--- config.mk ---
export PLATFORM = sky130hd
export DESIGN_NAME = cppc_power_ctrl
export DESIGN_NICKNAME = d
export VERILOG_FILES = /design/src/inc/cppc_pkg.sv /design/src/rtl/cppc_port_lock.sv /design/src/rtl/cppc_power_ctrl.sv
export VERILOG_INCLUDE_DIRS = /design/src /design/src/inc
export SDC_FILE = /design/constraint.sdc
export NUM_CORES = 1
export LEC_CHECK = 0
export ABC_AREA = 0
export BUFFER_PORTS_ARGS = -buffer_cell sky130_fd_sc_hd__buf_2
export CAP_MARGIN = 25
export CELL_PAD_IN_SITES_DETAIL_PLACEMENT = 0
export CELL_PAD_IN_SITES_GLOBAL_PLACEMENT = 2
export CORE_UTILIZATION = 36
export CTS_BUF_LIST = sky130_fd_sc_hd__clkbuf_2
export DETAILED_ROUTE_END_ITERATION = 10
export PLACE_DENSITY = 0.88
export SLEW_MARGIN = 20
export SYNTH_ARGS = -nofsm -noshare
export SYNTH_HDL_FRONTEND = slang
export SYNTH_SLANG_ARGS = --single-unit
--- constraint.sdc ---
create_clock -name clk -period 2.06 [get_ports clk]
set_input_delay 0.206 -clock clk [delete_from_list [all_inputs] [get_ports clk]]
set_output_delay 0.206 -clock clk [all_outputs]
set_load 0.05 [all_outputs]
--- src/inc/cppc_consts.svh ---
// constants for the charge port power control block
`ifndef CPPC_CONSTS_SVH
`define CPPC_CONSTS_SVH

`define CPPC_NUM_PORTS      2
`define CPPC_CHG_REG_ADDR   8'hD0
`define CPPC_CHG_BIT_PORT1  1
`define CPPC_CHG_BIT_PORT2  2
`define CPPC_CFG_SEL_STRAP  1'h0
`define CPPC_CFG_SEL_SERIAL 1'h1
`define CPPC_STRAP_HIGH     1'h1
`define CPPC_OC_FILT_LEN    2
`define CPPC_SYNC_SETTLE    2'h2

`endif

--- src/inc/cppc_pkg.sv ---
// types for the charge port power control block
package cppc_pkg;

  typedef enum logic [2:0] {
    CPPC_ST_RESET  = 3'h1,
    CPPC_ST_CONFIG = 3'h2,
    CPPC_ST_RUN    = 3'h4
  } cppc_state_type;

endpackage : cppc_pkg

--- src/rtl/cppc_port_lock.sv ---
// per-port over-current lockout and power output register
`timescale 1ns/10ps
`default_nettype none

module cppc_port_lock (
  input  wire logic clk,
  input  wire logic rstn,
  input  wire logic running,
  input  wire logic chargeEn,
  input  wire logic busResetPulse,
  input  wire logic hostPowerOn,
  input  wire logic hostPowerOff,
  input  wire logic overCurrent,
  output logic      portPower,
  output logic      ocStatus
);

  logic lock_q;
  logic hostOn_q;

  // --------------------------------------------------------------
  // lockout flag
  // --------------------------------------------------------------
  // a fault in the same cycle as a host request wins, so no fault is lost
  always_ff @(posedge clk or negedge rstn) begin
    if (!rstn) begin
      lock_q <= 1'b0;
    end else if (running && overCurrent) begin
      lock_q <= 1'b1;
    end else if (hostPowerOn) begin
      lock_q <= 1'b0;
    end
  end

  // --------------------------------------------------------------
  // host power request state
  // --------------------------------------------------------------
  always_ff @(posedge clk or negedge rstn) begin
    if (!rstn) begin
      hostOn_q <= 1'b0;
    end else if (busResetPulse || hostPowerOff) begin
      hostOn_q <= 1'b0;
    end else if (hostPowerOn) begin
      hostOn_q <= 1'b1;
    end
  end

  // --------------------------------------------------------------
  // outputs
  // --------------------------------------------------------------
  always_ff @(posedge clk or negedge rstn) begin
    if (!rstn) begin
      portPower <= 1'b0;
      ocStatus  <= 1'b0;
    end else begin
      portPower <= running && !lock_q && !overCurrent
                   && (chargeEn || hostOn_q);
      ocStatus  <= running && overCurrent;
    end
  end

endmodule : cppc_port_lock

`default_nettype wire

--- src/rtl/cppc_power_ctrl.sv ---
// charge port power control: top level
//
// Function
// - charging enable per port by serial; strap enables port 1 only
// - straps honoured only in strap mode
// - straps ignored unless config selects them
// - charging ports powered after reset and config
// - no wait for enumeration or vbus sense
// - over-current removes that port's power
// - lockout held until host request or reset
// - persisting over-current reported in port status
// - host powers port when no fault remains
// - select 0 straps, select 1 serial bus
// - charge register bits 1,2 enable ports
// - bus reset drops host power; lockout and charging enable kept
`timescale 1ns/10ps
`default_nettype none
`include "cppc_consts.svh"

module cppc_power_ctrl #(
  parameter int NumPorts = `CPPC_NUM_PORTS
) (
  input  wire logic                clk,
  input  wire logic                rstn,
  input  wire logic                cfgSelPin,
  input  wire logic                port1_charge_strap,
  input  wire logic                upstream_vbus_sense,
  input  wire logic                serialWrite,
  input  wire logic [7:0]          serialAddr,
  input  wire logic [7:0]          serialData,
  input  wire logic                configDone,
  input  wire logic                busReset,
  input  wire logic [NumPorts-1:0] hostPowerOn,
  input  wire logic [NumPorts-1:0] hostPowerOff,
  input  wire logic [NumPorts-1:0] overCurrentN,
  output logic [NumPorts-1:0]      port_power_out,
  output logic [NumPorts-1:0]      portOcStatus,
  output cppc_pkg::cppc_state_type ctrlState
);
  import cppc_pkg::*;

  if (NumPorts != 2) begin : gBadPorts
    $error("cppc_power_ctrl serves exactly two ports");
  end

  // --------------------------------------------------------------
  // pin synchronisers
  // --------------------------------------------------------------
  // pins are asynchronous; the first stage feeds only the second
  logic [NumPorts+3:0] pinMeta_q;
  logic [NumPorts+3:0] pinSync_q;
  logic                cfgSel;
  logic                strapSync;
  logic                cfgDoneSync;
  logic                busRstSync;
  logic [NumPorts-1:0] ocSync;

  always_ff @(posedge clk or negedge rstn) begin
    if (!rstn) begin
      pinMeta_q <= '0;
      pinSync_q <= '0;
    end else begin
      pinMeta_q <= {~overCurrentN, busReset, configDone,
                    port1_charge_strap, cfgSelPin};
      pinSync_q <= pinMeta_q;
    end
  end

  assign cfgSel      = pinSync_q[0];
  assign strapSync   = pinSync_q[1];
  assign cfgDoneSync = pinSync_q[2];
  assign busRstSync  = pinSync_q[3];
  assign ocSync      = pinSync_q[NumPorts+3:4];

  // --------------------------------------------------------------
  // synchroniser settle
  // --------------------------------------------------------------
  // both stages come out of reset holding zeros, so the straps and
  // the select pin mean nothing until real pin values have arrived
  logic [1:0] settleCnt_q;
  logic       pinsValid;

  always_ff @(posedge clk or negedge rstn) begin
    if (!rstn) begin
      settleCnt_q <= 2'h0;
    end else if (settleCnt_q != `CPPC_SYNC_SETTLE) begin
      settleCnt_q <= settleCnt_q + 2'h1;
    end
  end

  assign pinsValid = (settleCnt_q == `CPPC_SYNC_SETTLE);

  // --------------------------------------------------------------
  // bus reset edge
  // --------------------------------------------------------------
  logic busRstPrev_q;
  logic busRstPulse;

  always_ff @(posedge clk or negedge rstn) begin
    if (!rstn) begin
      busRstPrev_q <= 1'b0;
    end else begin
      busRstPrev_q <= busRstSync;
    end
  end

  assign busRstPulse = busRstSync && !busRstPrev_q;

  // --------------------------------------------------------------
  // sequencer
  // --------------------------------------------------------------
  cppc_state_type state_q;

  always_ff @(posedge clk or negedge rstn) begin
    if (!rstn) begin
      state_q <= CPPC_ST_RESET;
    end else begin
      case (state_q)
        CPPC_ST_RESET: begin
          if (pinsValid) begin
            state_q <= CPPC_ST_CONFIG;
          end
        end
        CPPC_ST_CONFIG: begin
          // strap mode needs no load; serial mode waits for it
          // vbus sense and enumeration deliberately play no part
          if (cfgSel == `CPPC_CFG_SEL_STRAP || cfgDoneSync) begin
            state_q <= CPPC_ST_RUN;
          end
        end
        CPPC_ST_RUN: begin
          state_q <= CPPC_ST_RUN;
        end
        default: begin
          state_q <= CPPC_ST_RESET;
        end
      endcase
    end
  end

  always_ff @(posedge clk or negedge rstn) begin
    if (!rstn) begin
      ctrlState <= CPPC_ST_RESET;
    end else begin
      ctrlState <= state_q;
    end
  end

  // --------------------------------------------------------------
  // strap capture
  // --------------------------------------------------------------
  // caught once, on leaving reset, so later pin noise is harmless
  logic strapCharge_q;

  always_ff @(posedge clk or negedge rstn) begin
    if (!rstn) begin
      strapCharge_q <= 1'b0;
    end else if (state_q == CPPC_ST_RESET && pinsValid) begin
      strapCharge_q <= (strapSync == `CPPC_STRAP_HIGH);
    end
  end

  // --------------------------------------------------------------
  // charging register
  // --------------------------------------------------------------
  logic [7:0] chargeReg_q;

  always_ff @(posedge clk or negedge rstn) begin
    if (!rstn) begin
      chargeReg_q <= 8'h00;
    end else if (serialWrite && serialAddr == `CPPC_CHG_REG_ADDR
                 && cfgSel == `CPPC_CFG_SEL_SERIAL) begin
      chargeReg_q <= serialData;
    end
  end

  // --------------------------------------------------------------
  // per-port charge enable
  // --------------------------------------------------------------
  logic [NumPorts-1:0] chargeEn;

  always_comb begin
    if (cfgSel == `CPPC_CFG_SEL_STRAP) begin
      // only port 1 has a strap; others stay off
      chargeEn    = '0;
      chargeEn[0] = strapCharge_q;
    end else begin
      chargeEn    = '0;
      chargeEn[0] = chargeReg_q[`CPPC_CHG_BIT_PORT1];
      chargeEn[1] = chargeReg_q[`CPPC_CHG_BIT_PORT2];
    end
  end

  // --------------------------------------------------------------
  // port instances
  // --------------------------------------------------------------
  logic running;

  assign running = (state_q == CPPC_ST_RUN);

  for (genvar p = 0; p < NumPorts; p++) begin : gPort
    cppc_port_lock uLock (
      .clk           (clk),
      .rstn          (rstn),
      .running       (running),
      .chargeEn      (chargeEn[p]),
      .busResetPulse (busRstPulse),
      .hostPowerOn   (hostPowerOn[p]),
      .hostPowerOff  (hostPowerOff[p]),
      .overCurrent   (ocSync[p]),
      .portPower     (port_power_out[p]),
      .ocStatus      (portOcStatus[p])
    );
  end

  // vbus sense is accepted but unused: power never waits for it
  logic unusedVbus;
  assign unusedVbus = upstream_vbus_sense;

endmodule : cppc_power_ctrl

`default_nettype wire

# Yosys cells after proc, flatten, opt, wreduce, memory -nomap -nowiden
# Cells that the tools add are included.
# totals
register_bits	33
in_bits	30
out_inout_bits	7
wordCells	66
# classes
add_sub_neg	1
n_eq_ne	8
n_mux	12
bitwise_logic	2
n_reduce_logical	27
# ops
op	count
1-bit logical AND	12
3-bit case mux with 3 select lines	1
8-bit == test (second input constant)	1
1-bit 2-to-1 mux	8
2-bit nonzero test	4
3-bit 2-to-1 mux	2
2-bit inequality test (second input constant)	3
1-bit logical NOT	5
1-bit logical OR	5
3-bit by 1-bit == test with 1-bit output (second input constant)	1
3-bit by 2-bit == test with 1-bit output (second input constant)	1
3-bit == test (second input constant)	1
2-bit by 1-bit adder with 2-bit output (second input constant)	1
2-bit == test (second input constant)	1
2-bit 2-to-1 mux	1
2-bit inverter	1
2-bit AND reduction	1
1-bit inverter	1

# Depth between registers and ports, before layout
# Gate-level depths: netlist of run 1.
# depth
ltp_word	4
depth_mapped	5
mapped_depth_nobuf	5

# Modules after synthesis
# A second synthesis of run 1 with hierarchy kept.
# unflattened
cells_unflattened	74
area_unflattened_um2	1101.1
# by_module_without_submodules
mod	n_inst	cells_each	area_per_inst_um2	seq_area_each_um2
cppc_power_ctrl	1	52	805.8	603.1
cppc_port_lock	2	11	147.6	100.1

# Worst setup path after synthesis of run 1
# Ideal clock, no wire load.
# synth_path
path_kind	flip-flop to flip-flop
start	reg settleCnt_q[0]
end	reg strapCharge_q
setup_ps	127
arrival_time_ps	1151
required_time_ps	1933
slack_ps	781
stages_incl_launch_ff	6
path_buffers	0
period_less_slack_ps	1279
path_cell_list	dfrtp_1 -> inv_1 -> ha_1 -> nand3b_1 -> nor2_1 -> mux2_1
# synth_via
elab_chain_len	2
# synth_rtl
item	line_no	source
from (decl)	cppc_power_ctrl.sv:80	logic [1:0] settleCnt_q;
from (signal assigned)	cppc_power_ctrl.sv:87	settleCnt_q <= settleCnt_q + 2'h1;
2-bit == test (no source line)	--	
1-bit logical AND	cppc_power_ctrl.sv:158	end else if (state_q == CPPC_ST_RESET && pinsValid) begin
to (signal assigned)	cppc_power_ctrl.sv:159	strapCharge_q <= (strapSync == `CPPC_STRAP_HIGH);
to (decl)	cppc_power_ctrl.sv:153	logic strapCharge_q;
# No other way between the ends.
# A chain may end at the register's enable or synchronous reset.

# Final worst setup path of run 1
# Same ends and word-level chain as after synthesis.

==> summary.md, run 1 <==
| Metric | Value |
|---|---|
| Outcome | `finished with violations` |
| Failing checks | `DRC` |
| Syn_nets | `110` |
| Commonest non-fill, non-tap cell in the layout | `dfrtp_1` |
| Worst Setup Slack, final | `0.690 ns` |
| Synth warn | `0` |
| Final Hold Viols | `0` |
| Cell count after synthesis | `79` |
| Placed cell count | `135` |
| Fin Setup TNS | `0 ns` |
| WS Path Type | `register to register` |
| Crit. End Element | `register` |
| CTS tree | `built` |
| F_max | `0.730 GHz` |
| Critical path launch point type | `register` |
| Core Box Area | `about 2900 um2` |
| Starting Density | `roughly two fifths` |
| Rel. slew slack | `around 57%` |
| Die Y | `58.0 um` |
| Post-Synth XOR/XNOR Area | `less than 1%` |
| Crit path DAT | `roughly 1.6 ns` |
| Die W | `just under 60 um` |
| Maximum vdd drop | `434 uV` |
| DRT Wirelength | `about 1700 um` |
| Clock buffer count from CTS | `5` |
| Post-synthesis simple-gate area fraction | `between 10% and 20%` |
| Fin cells | `152` |
| Synth Area in Compound Gates | `under 10%` |
| Port Buffers | `29` |
| Reg clk slew, reported paths | `0.15 ns` |
| Share of the yosys chip area belonging to registers | `between 70 and 80%` |
| Pre-CTS setup slack | `approximately 0.70 ns` |
| Synth Area per Inst | `14.3 um2` |
| Post-route DRC | `2` |
| # Max-Cap Violations | `0` |
| Most frequent cells in the layout | `30 x dfrtp_1, 29 x buf_2, 9 x dlygate4sd3_1, 8 x clkbuf_2, 6 x inv_1` |
| Area Overhead vs Synth | `25.2%` |
| P per Cell Area | `around 1000 nW/um2` |
| Global placement routability congestion | `between 0.6 and 0.7` |
| Die area | `around 3400 um2` |
| Worst Clk Skew | `between 0.007 and 0.008 ns` |
| Minimum clock period | `around 1.4 ns` |
| Number of diodes | `0` |
| Clock buffer depth | `2` |
| # fillers | `~260` |
| Final Max Tran Viols | `0` |
| Final setup fails | `0` |
| Synth cell types | `25` |
| Pleak | `0.727 nW` |
| Share of cells above drive strength 1 | `roughly 36%` |
| DRT Pass-1 Iters | `7` |
| Setup Fix Bufs, Post-CTS | `0` |
| WL/cell | `around 11 um` |
| Worst min-delay path class | `input port to register` |
| Clk_lat worst skew | `about 0.35 ns` |
| Post-synthesis mux area share | `under 10%` |
| Root Driver | `clkbuf_2` |
| Adder-cell area share of the yosys netlist | `under 10%` |
| Critical path required time | `between 2 and 2.5 ns` |
| Drt via density | `4.51` |
| Flops & latches, synth | `32` |
| Cell Rows | `19` |
| I/O pin cnt | `37` |
| RSZ-0062 raised after global routing | `false` |
| GRT Overall Usage | `around an eighth` |
| Final worst-path cycle share | `~66%` |
| Crit Path Max Fanout | `3` |
| Main combinational cell family by area after synthesis | `simple AND/OR/NAND/NOR gates` |
| Grt total ovfl | `0` |
| Mapped cell area | `~1100 um2` |
| CTS Sinks | `32` |
| Post-DRT Antenna Nets | `0` |
| Final nets | `between 150 and 200` |
| First-pass GRT wire length | `around 3000 um` |
| Worst-margin pin slew | `0.650 ns` |
| Initial antenna violation count | `0` |
| Routed via count | `685` |
| Vias in the first global route | `roughly 710` |
| DPL Wire Length | `1240 um` |
| H-tree lvl count | `2` |
| DRT iter0 DRCs | `10` |
| Hold slack | `0.0763 ns` |
| Largest net degree at the start of global routing | `33` |
## timing repair
action                                 4_1_cts  5_1_grt
endpoints found under the hold margin       38        0
hold buffers                                 9        0
resized for setup                            0        0
## cells by family after synthesis
logic type,after synthesis
flops,32
buf+inv,10
mux,4
compound gates,7
xor+xnor,1
simple gates,24
fa+ha+maj,1
## per-layer routing
metal  global-route usage, %  share of wire (%)  up-vias
met5                       0                  0        -
met4                    8.16                2.5        0
met3                    4.91                5.8        5
met2                    19.0                 48       19
met1                    14.6                 44      323
li1                        -                  -      338
## worst max-delay path: stages (launching register included)
cell and delay [ns]:
dfrtp_1 0.41, inv_1 0.06, ha_1 0.21, nand3b_1 0.14
nor2_1 0.12, mux2_1 0.33
## cell usage after synthesis
library cell | instances | area (um2)
or2_1 | 1 | 6.26
mux2i_1 | 1 | 10.0
nor3_1 | 2 | 10.0
mux2_4 | 2 | 30.0
a21o_1 | 2 | 15.0
and4bb_4 | 1 | 16.3
a21oi_1 | 4 | 20.0
nand2_1 | 1 | 3.75
ha_1 | 1 | 12.5
nor2_1 | 5 | 18.8
nand3b_1 | 2 | 15.0
buf_4 | 4 | 30.0
nor4_2 | 1 | 12.5
a211oi_1 | 1 | 7.51
nor4_1 | 2 | 12.5
inv_1 | 6 | 22.5
nand2b_1 | 3 | 18.8
and2_1 | 2 | 12.5
xnor2_1 | 1 | 8.76
nand4_1 | 1 | 6.26
nor3b_2 | 1 | 12.5
dfrtp_1 | 30 | 751
mux2_1 | 1 | 11.3
dfstp_2 | 2 | 52.6
nor2b_1 | 2 | 12.5
## sequential cells by signal, summed over array words and instances (netlist names)
| register | cells |
|---|---|
| gPort.uLock.portPower | 2 |
| chargeReg_q | 2 |
| pinMeta_q | 6 |
| gPort.uLock.hostOn_q | 2 |
| gPort.uLock.ocStatus | 2 |
| ctrlState | 3 |
| pinSync_q | 6 |
| gPort.uLock.lock_q | 2 |
| settleCnt_q | 2 |
| strapCharge_q | 1 |
| busRstPrev_q | 1 |
| state_q | 3 |
## through the flow
step / total power, W / instance area [um2] / util (%)
after floorplan: 0.00104 / 1130 / -
after global placement: 0.00112 / 1280 / 45.0
after detailed placement: 0.00114 / 1280 / 45.0
after CTS: 0.00144 / 1410 / 49.5
after global routing: 0.00151 / 1410 / 49.5
final: 0.00142 / 1410 / 49.5
## layout make-up
class / count / area [um2] / share of cell area, %
sequential: 32 / 803 / 56.9
multi-input combinational: 37 / 273 / 19.3
timing repair buffer: 38 / 235 / 16.7
clock buffer: 8 / 40.0 / 2.83
tap: 31 / 38.8 / 2.75
inverter: 6 / 22.5 / 1.59
## final timing paths
| check | startpoint | depth (start not counted) | slack, ns | to |
|---|---|---|---|---|
| max | settleCnt_q[0]$_DFFE_PN0P_ | 5 | 0.69 | strapCharge_q$_DFFE_PN0P_ |
| min | serialData[2] | 2 | 0.08 | chargeReg_q[2]$_DFFE_PN0P_ |
| max reg2reg | settleCnt_q[0]$_DFFE_PN0P_ | 5 | 0.69 | strapCharge_q$_DFFE_PN0P_ |
| min reg2reg | pinMeta_q[2]$_DFF_PN0_ | 0 | 0.37 | pinSync_q[2]$_DFF_PN0_ |
| max in group asynchronous | rstn | 2 | 1.24 | state_q[2]$_DFFE_PN0P_ |
| min in group asynchronous | rstn | 2 | 0.39 | settleCnt_q[1]$_DFFE_PN0P_ |
## power breakdown
group / switching (W) / internal (W)
sequential: 0.0000704 / 0.000736
clock: 0.000192 / 0.000100
combinational: 0.000205 / 0.000120
(Power assumes the default switching activity.)
==> inputs of run 2 (changes only) <==
Settings changed: CORE_UTILIZATION 36 to 30, PLACE_DENSITY 0.88 to 0.79.
Clock period 2.06 ns to 1.15 ns, I/O delays scaled along.
==> run 2 against run 1 <==
The flow finishes with violations (setup timing); via count rose by 11%; flip-flop and latch count is the same; clock power grew 76%; utilization is 3.9 points lower; non-clock buffer count increased by 14; final cell count grew 19%; critical path depth unchanged; sequential power rose by 75%.
==> summary.md, run 2 (same netlist as run 1, synthesis figures left out) <==
| Metric | Value |
|---|---|
| Final Max Tran Viols | `0 (unchanged)` |
| DRT iter0 DRCs | `16 (was 10)` |
| GRT Overall Usage | `11.8% (was 12.5%)` |
| Final setup fails | `4 (was 0)` |
| Rel. slew slack | `75.0% (was 56.7%)` |
| Largest registers | `pinMeta_q x6, pinSync_q x6 (unchanged)` |
| Worst Setup Slack, final | `-0.110 ns (was 0.690 ns)` |
| Starting Density | `32.5% (was 39.6%)` |
| Pre-CTS setup slack | `-0.0905 ns (was 0.700 ns)` |
| Fin cells | `181 (was 152)` |
| CTS Sinks | `32 (unchanged)` |
| Post-route DRC | `0 (was 2)` |
| Crit. End Element | `register (unchanged)` |
| Slowest stage delay, CP | `0.40 ns (was 0.41 ns)` |
| # fillers | `346 (was 261)` |
| F_max | `0.793 GHz (was 0.730 GHz)` |
| Cell Rows | `21 (was 19)` |
| Number of diodes | `0 (unchanged)` |
| Critical path launch point type | `register (unchanged)` |
| Outcome | `finished with violations (unchanged)` |
| Final Power | `0.00279 W (was 0.00142 W)` |
| DRT Wirelength | `1970 um (was 1730 um)` |
| Reg clk slew, reported paths | `0.15 ns (about the same)` |
| CP max stage cell | `dfrtp_1 (unchanged)` |
| Commonest non-fill, non-tap cell in the layout | `dfrtp_1 (unchanged)` |
| Root Driver | `clkbuf_2 (unchanged)` |
| Largest net degree at the start of global routing | `33 (unchanged)` |
| Pleak | `0.802 nW (was 0.727 nW)` |
| Final worst-path cycle share | `110% (was 66.5%)` |
| First-pass GRT wire length | `3350 um (was 3000 um)` |
| CTS tree | `built (unchanged)` |
| Drt via density | `4.20 (was 4.51)` |
| Global placement routability congestion | `0.714 (was 0.673)` |
| Minimum clock period | `1.26 ns (was 1.37 ns)` |
| Post-DRT Antenna Nets | `0 (unchanged)` |
| Crit path DAT | `1.51 ns (was 1.62 ns)` |
| Clock buffer depth | `2 (unchanged)` |
| Crit Path Max Fanout | `2 (was 3)` |
| Initial antenna violation count | `0 (unchanged)` |
| Failing checks | `setup timing (was DRC)` |
| Port Buffers | `29 (unchanged)` |
| Placed cell count | `158 (was 135)` |
| I/O pin cnt | `37 (unchanged)` |
| Grt total ovfl | `0 (unchanged)` |
| Clk_lat worst skew | `0.36 ns (was 0.35 ns)` |
| RSZ-0062 raised after global routing | `true (was false)` |
| Die area | `4010 um2 (was 3360 um2)` |
| Die W | `63.3 um (was 58.0 um)` |
| Core Box Area | `3470 um2 (was 2850 um2)` |
| Critical path required time | `1.40 ns (was 2.31 ns)` |
| Maximum vdd drop | `726 uV (was 434 uV)` |
| H-tree lvl count | `2 (unchanged)` |
| Routed via count | `760 (was 685)` |
| P per Cell Area | `1760 nW/um2 (was 1010 nW/um2)` |
| Share of cells above drive strength 1 | `45.2% (was 36.4%)` |
| Most frequent cells in the layout | `30 x dfrtp_1, 27 x buf_2, 11 x dlygate4sd3_1, 11 x buf_4, 7 x clkbuf_2 (was 30 x dfrtp_1, 29 x buf_2, 9 x dlygate4sd3_1, 8 x clkbuf_2, 6 x inv_1)` |
| Critical path cell sequence | `inv_1, ha_2, nand3b_1, nor2_1, mux2_1 (was inv_1, ha_1, nand3b_1, nor2_1, mux2_1)` |
| Area Overhead vs Synth | `40.1% (was 25.2%)` |
| Final nets | `165 (was 151)` |
| WL/cell | `10.9 um (was 11.4 um)` |
| # Max-Cap Violations | `0 (unchanged)` |
| DPL Wire Length | `1310 um (was 1240 um)` |
| DRT Pass-1 Iters | `4 (was 7)` |
| Vias in the first global route | `800 (was 706)` |
| Worst min-delay path class | `input port to register (unchanged)` |
| WS Path Type | `register to register (unchanged)` |
| Final Hold Viols | `0 (unchanged)` |
| Die Y | `63.3 um (was 58.0 um)` |
| Clock buffer count from CTS | `5 (unchanged)` |
| Worst-margin pin slew | `0.376 ns (was 0.650 ns)` |
| Worst Clk Skew | `0.0116 ns (was 0.00773 ns)` |
## run 2: changes by cell type in the layout (fill, tap and decap cells not counted), sizes merged
| cell | before | now |
|---|---|---|
| dlygate4sd3 | 9 | 11 |
| clkinv | 0 | 1 |
| buf | 29 | 40 |
## run 2: worst paths after layout
check / startpoint / endpoint / slack [ns] / cells past startpoint
worst max-delay path: settleCnt_q[0]$_DFFE_PN0P_ / strapCharge_q$_DFFE_PN0P_ / -0.11 / 5
worst min-delay path: hostPowerOn[1] / gPort[1].uLock.lock_q$_DFFE_PN0P_ / 0.02 / 3
worst max register to register: settleCnt_q[0]$_DFFE_PN0P_ / strapCharge_q$_DFFE_PN0P_ / -0.11 / 5
worst min register to register: pinMeta_q[5]$_DFF_PN0_ / pinSync_q[5]$_DFF_PN0_ / 0.36 / 0
max in group asynchronous: rstn / ctrlState[0]$_DFF_PN1_ / 0.55 / 3
min in group asynchronous: rstn / gPort[0].uLock.ocStatus$_DFF_PN0_ / 0.28 / 3
## run 2: cell type report
type | count | area (um2) | share of cell area (%)
multi-input cells | 37 | 302 | 19.1
clock buffers | 7 | 35.0 | 2.22
well taps | 46 | 57.6 | 3.64
inverters | 6 | 22.5 | 1.42
repair buffers | 52 | 358 | 22.6
flip-flops and latches | 32 | 803 | 50.8
clock inverters | 1 | 3.75 | 0.237
## run 2: timing repair
action	CTS	global route
endpoints found under the hold margin	40	0
hold buffers	11	0
gates resized for setup	3	7
setup buffers	3	2
setup endpoints to repair	6	10
pin swaps	0	4
## run 2: metrics by stage
stage               utilization, %  area (um2)  hold slack [ns]  TNS [ns]
detailed placement            39.3        1360            0.157    -0.163
CTS                           44.6        1550         0.000696    -0.232
floorplan                        -        1130           -0.181    -0.183
global placement              39.3        1360            0.145   -0.0958
finish                        45.6        1580           0.0237    -0.161
global route                  45.6        1580          0.00836    -0.518
## run 2: power breakdown
part	switching, W	leakage, nW	internal (W)
sequential	0.0000956	0.396	0.00132
combinational	0.000464	0.376	0.000396
clock	0.000350	0.0306	0.000163
total	0.000910	0.802	0.00188
## run 2: per-layer routing
| layer | up-vias | GRT usage (%) | wire, um |
|---|---|---|---|
| li1 | 371 | - | - |
| met1 | 361 | 11.6 | 778 |
| met2 | 21 | 19.5 | 1010 |
| met3 | 7 | 5.98 | 115 |
| met4 | 0 | 7.39 | 69 |
| met5 | - | 0 | 0 |
## run 2: worst max-delay path, delay by kind of cell, from the launching register on
kind,cells,cell delay (ns)
flip-flops,1,0.40
adder cells (fa/ha/maj),1,0.16
AND/OR/NAND/NOR,2,0.21
multiplexers,1,0.33
buffers and inverters,1,0.06
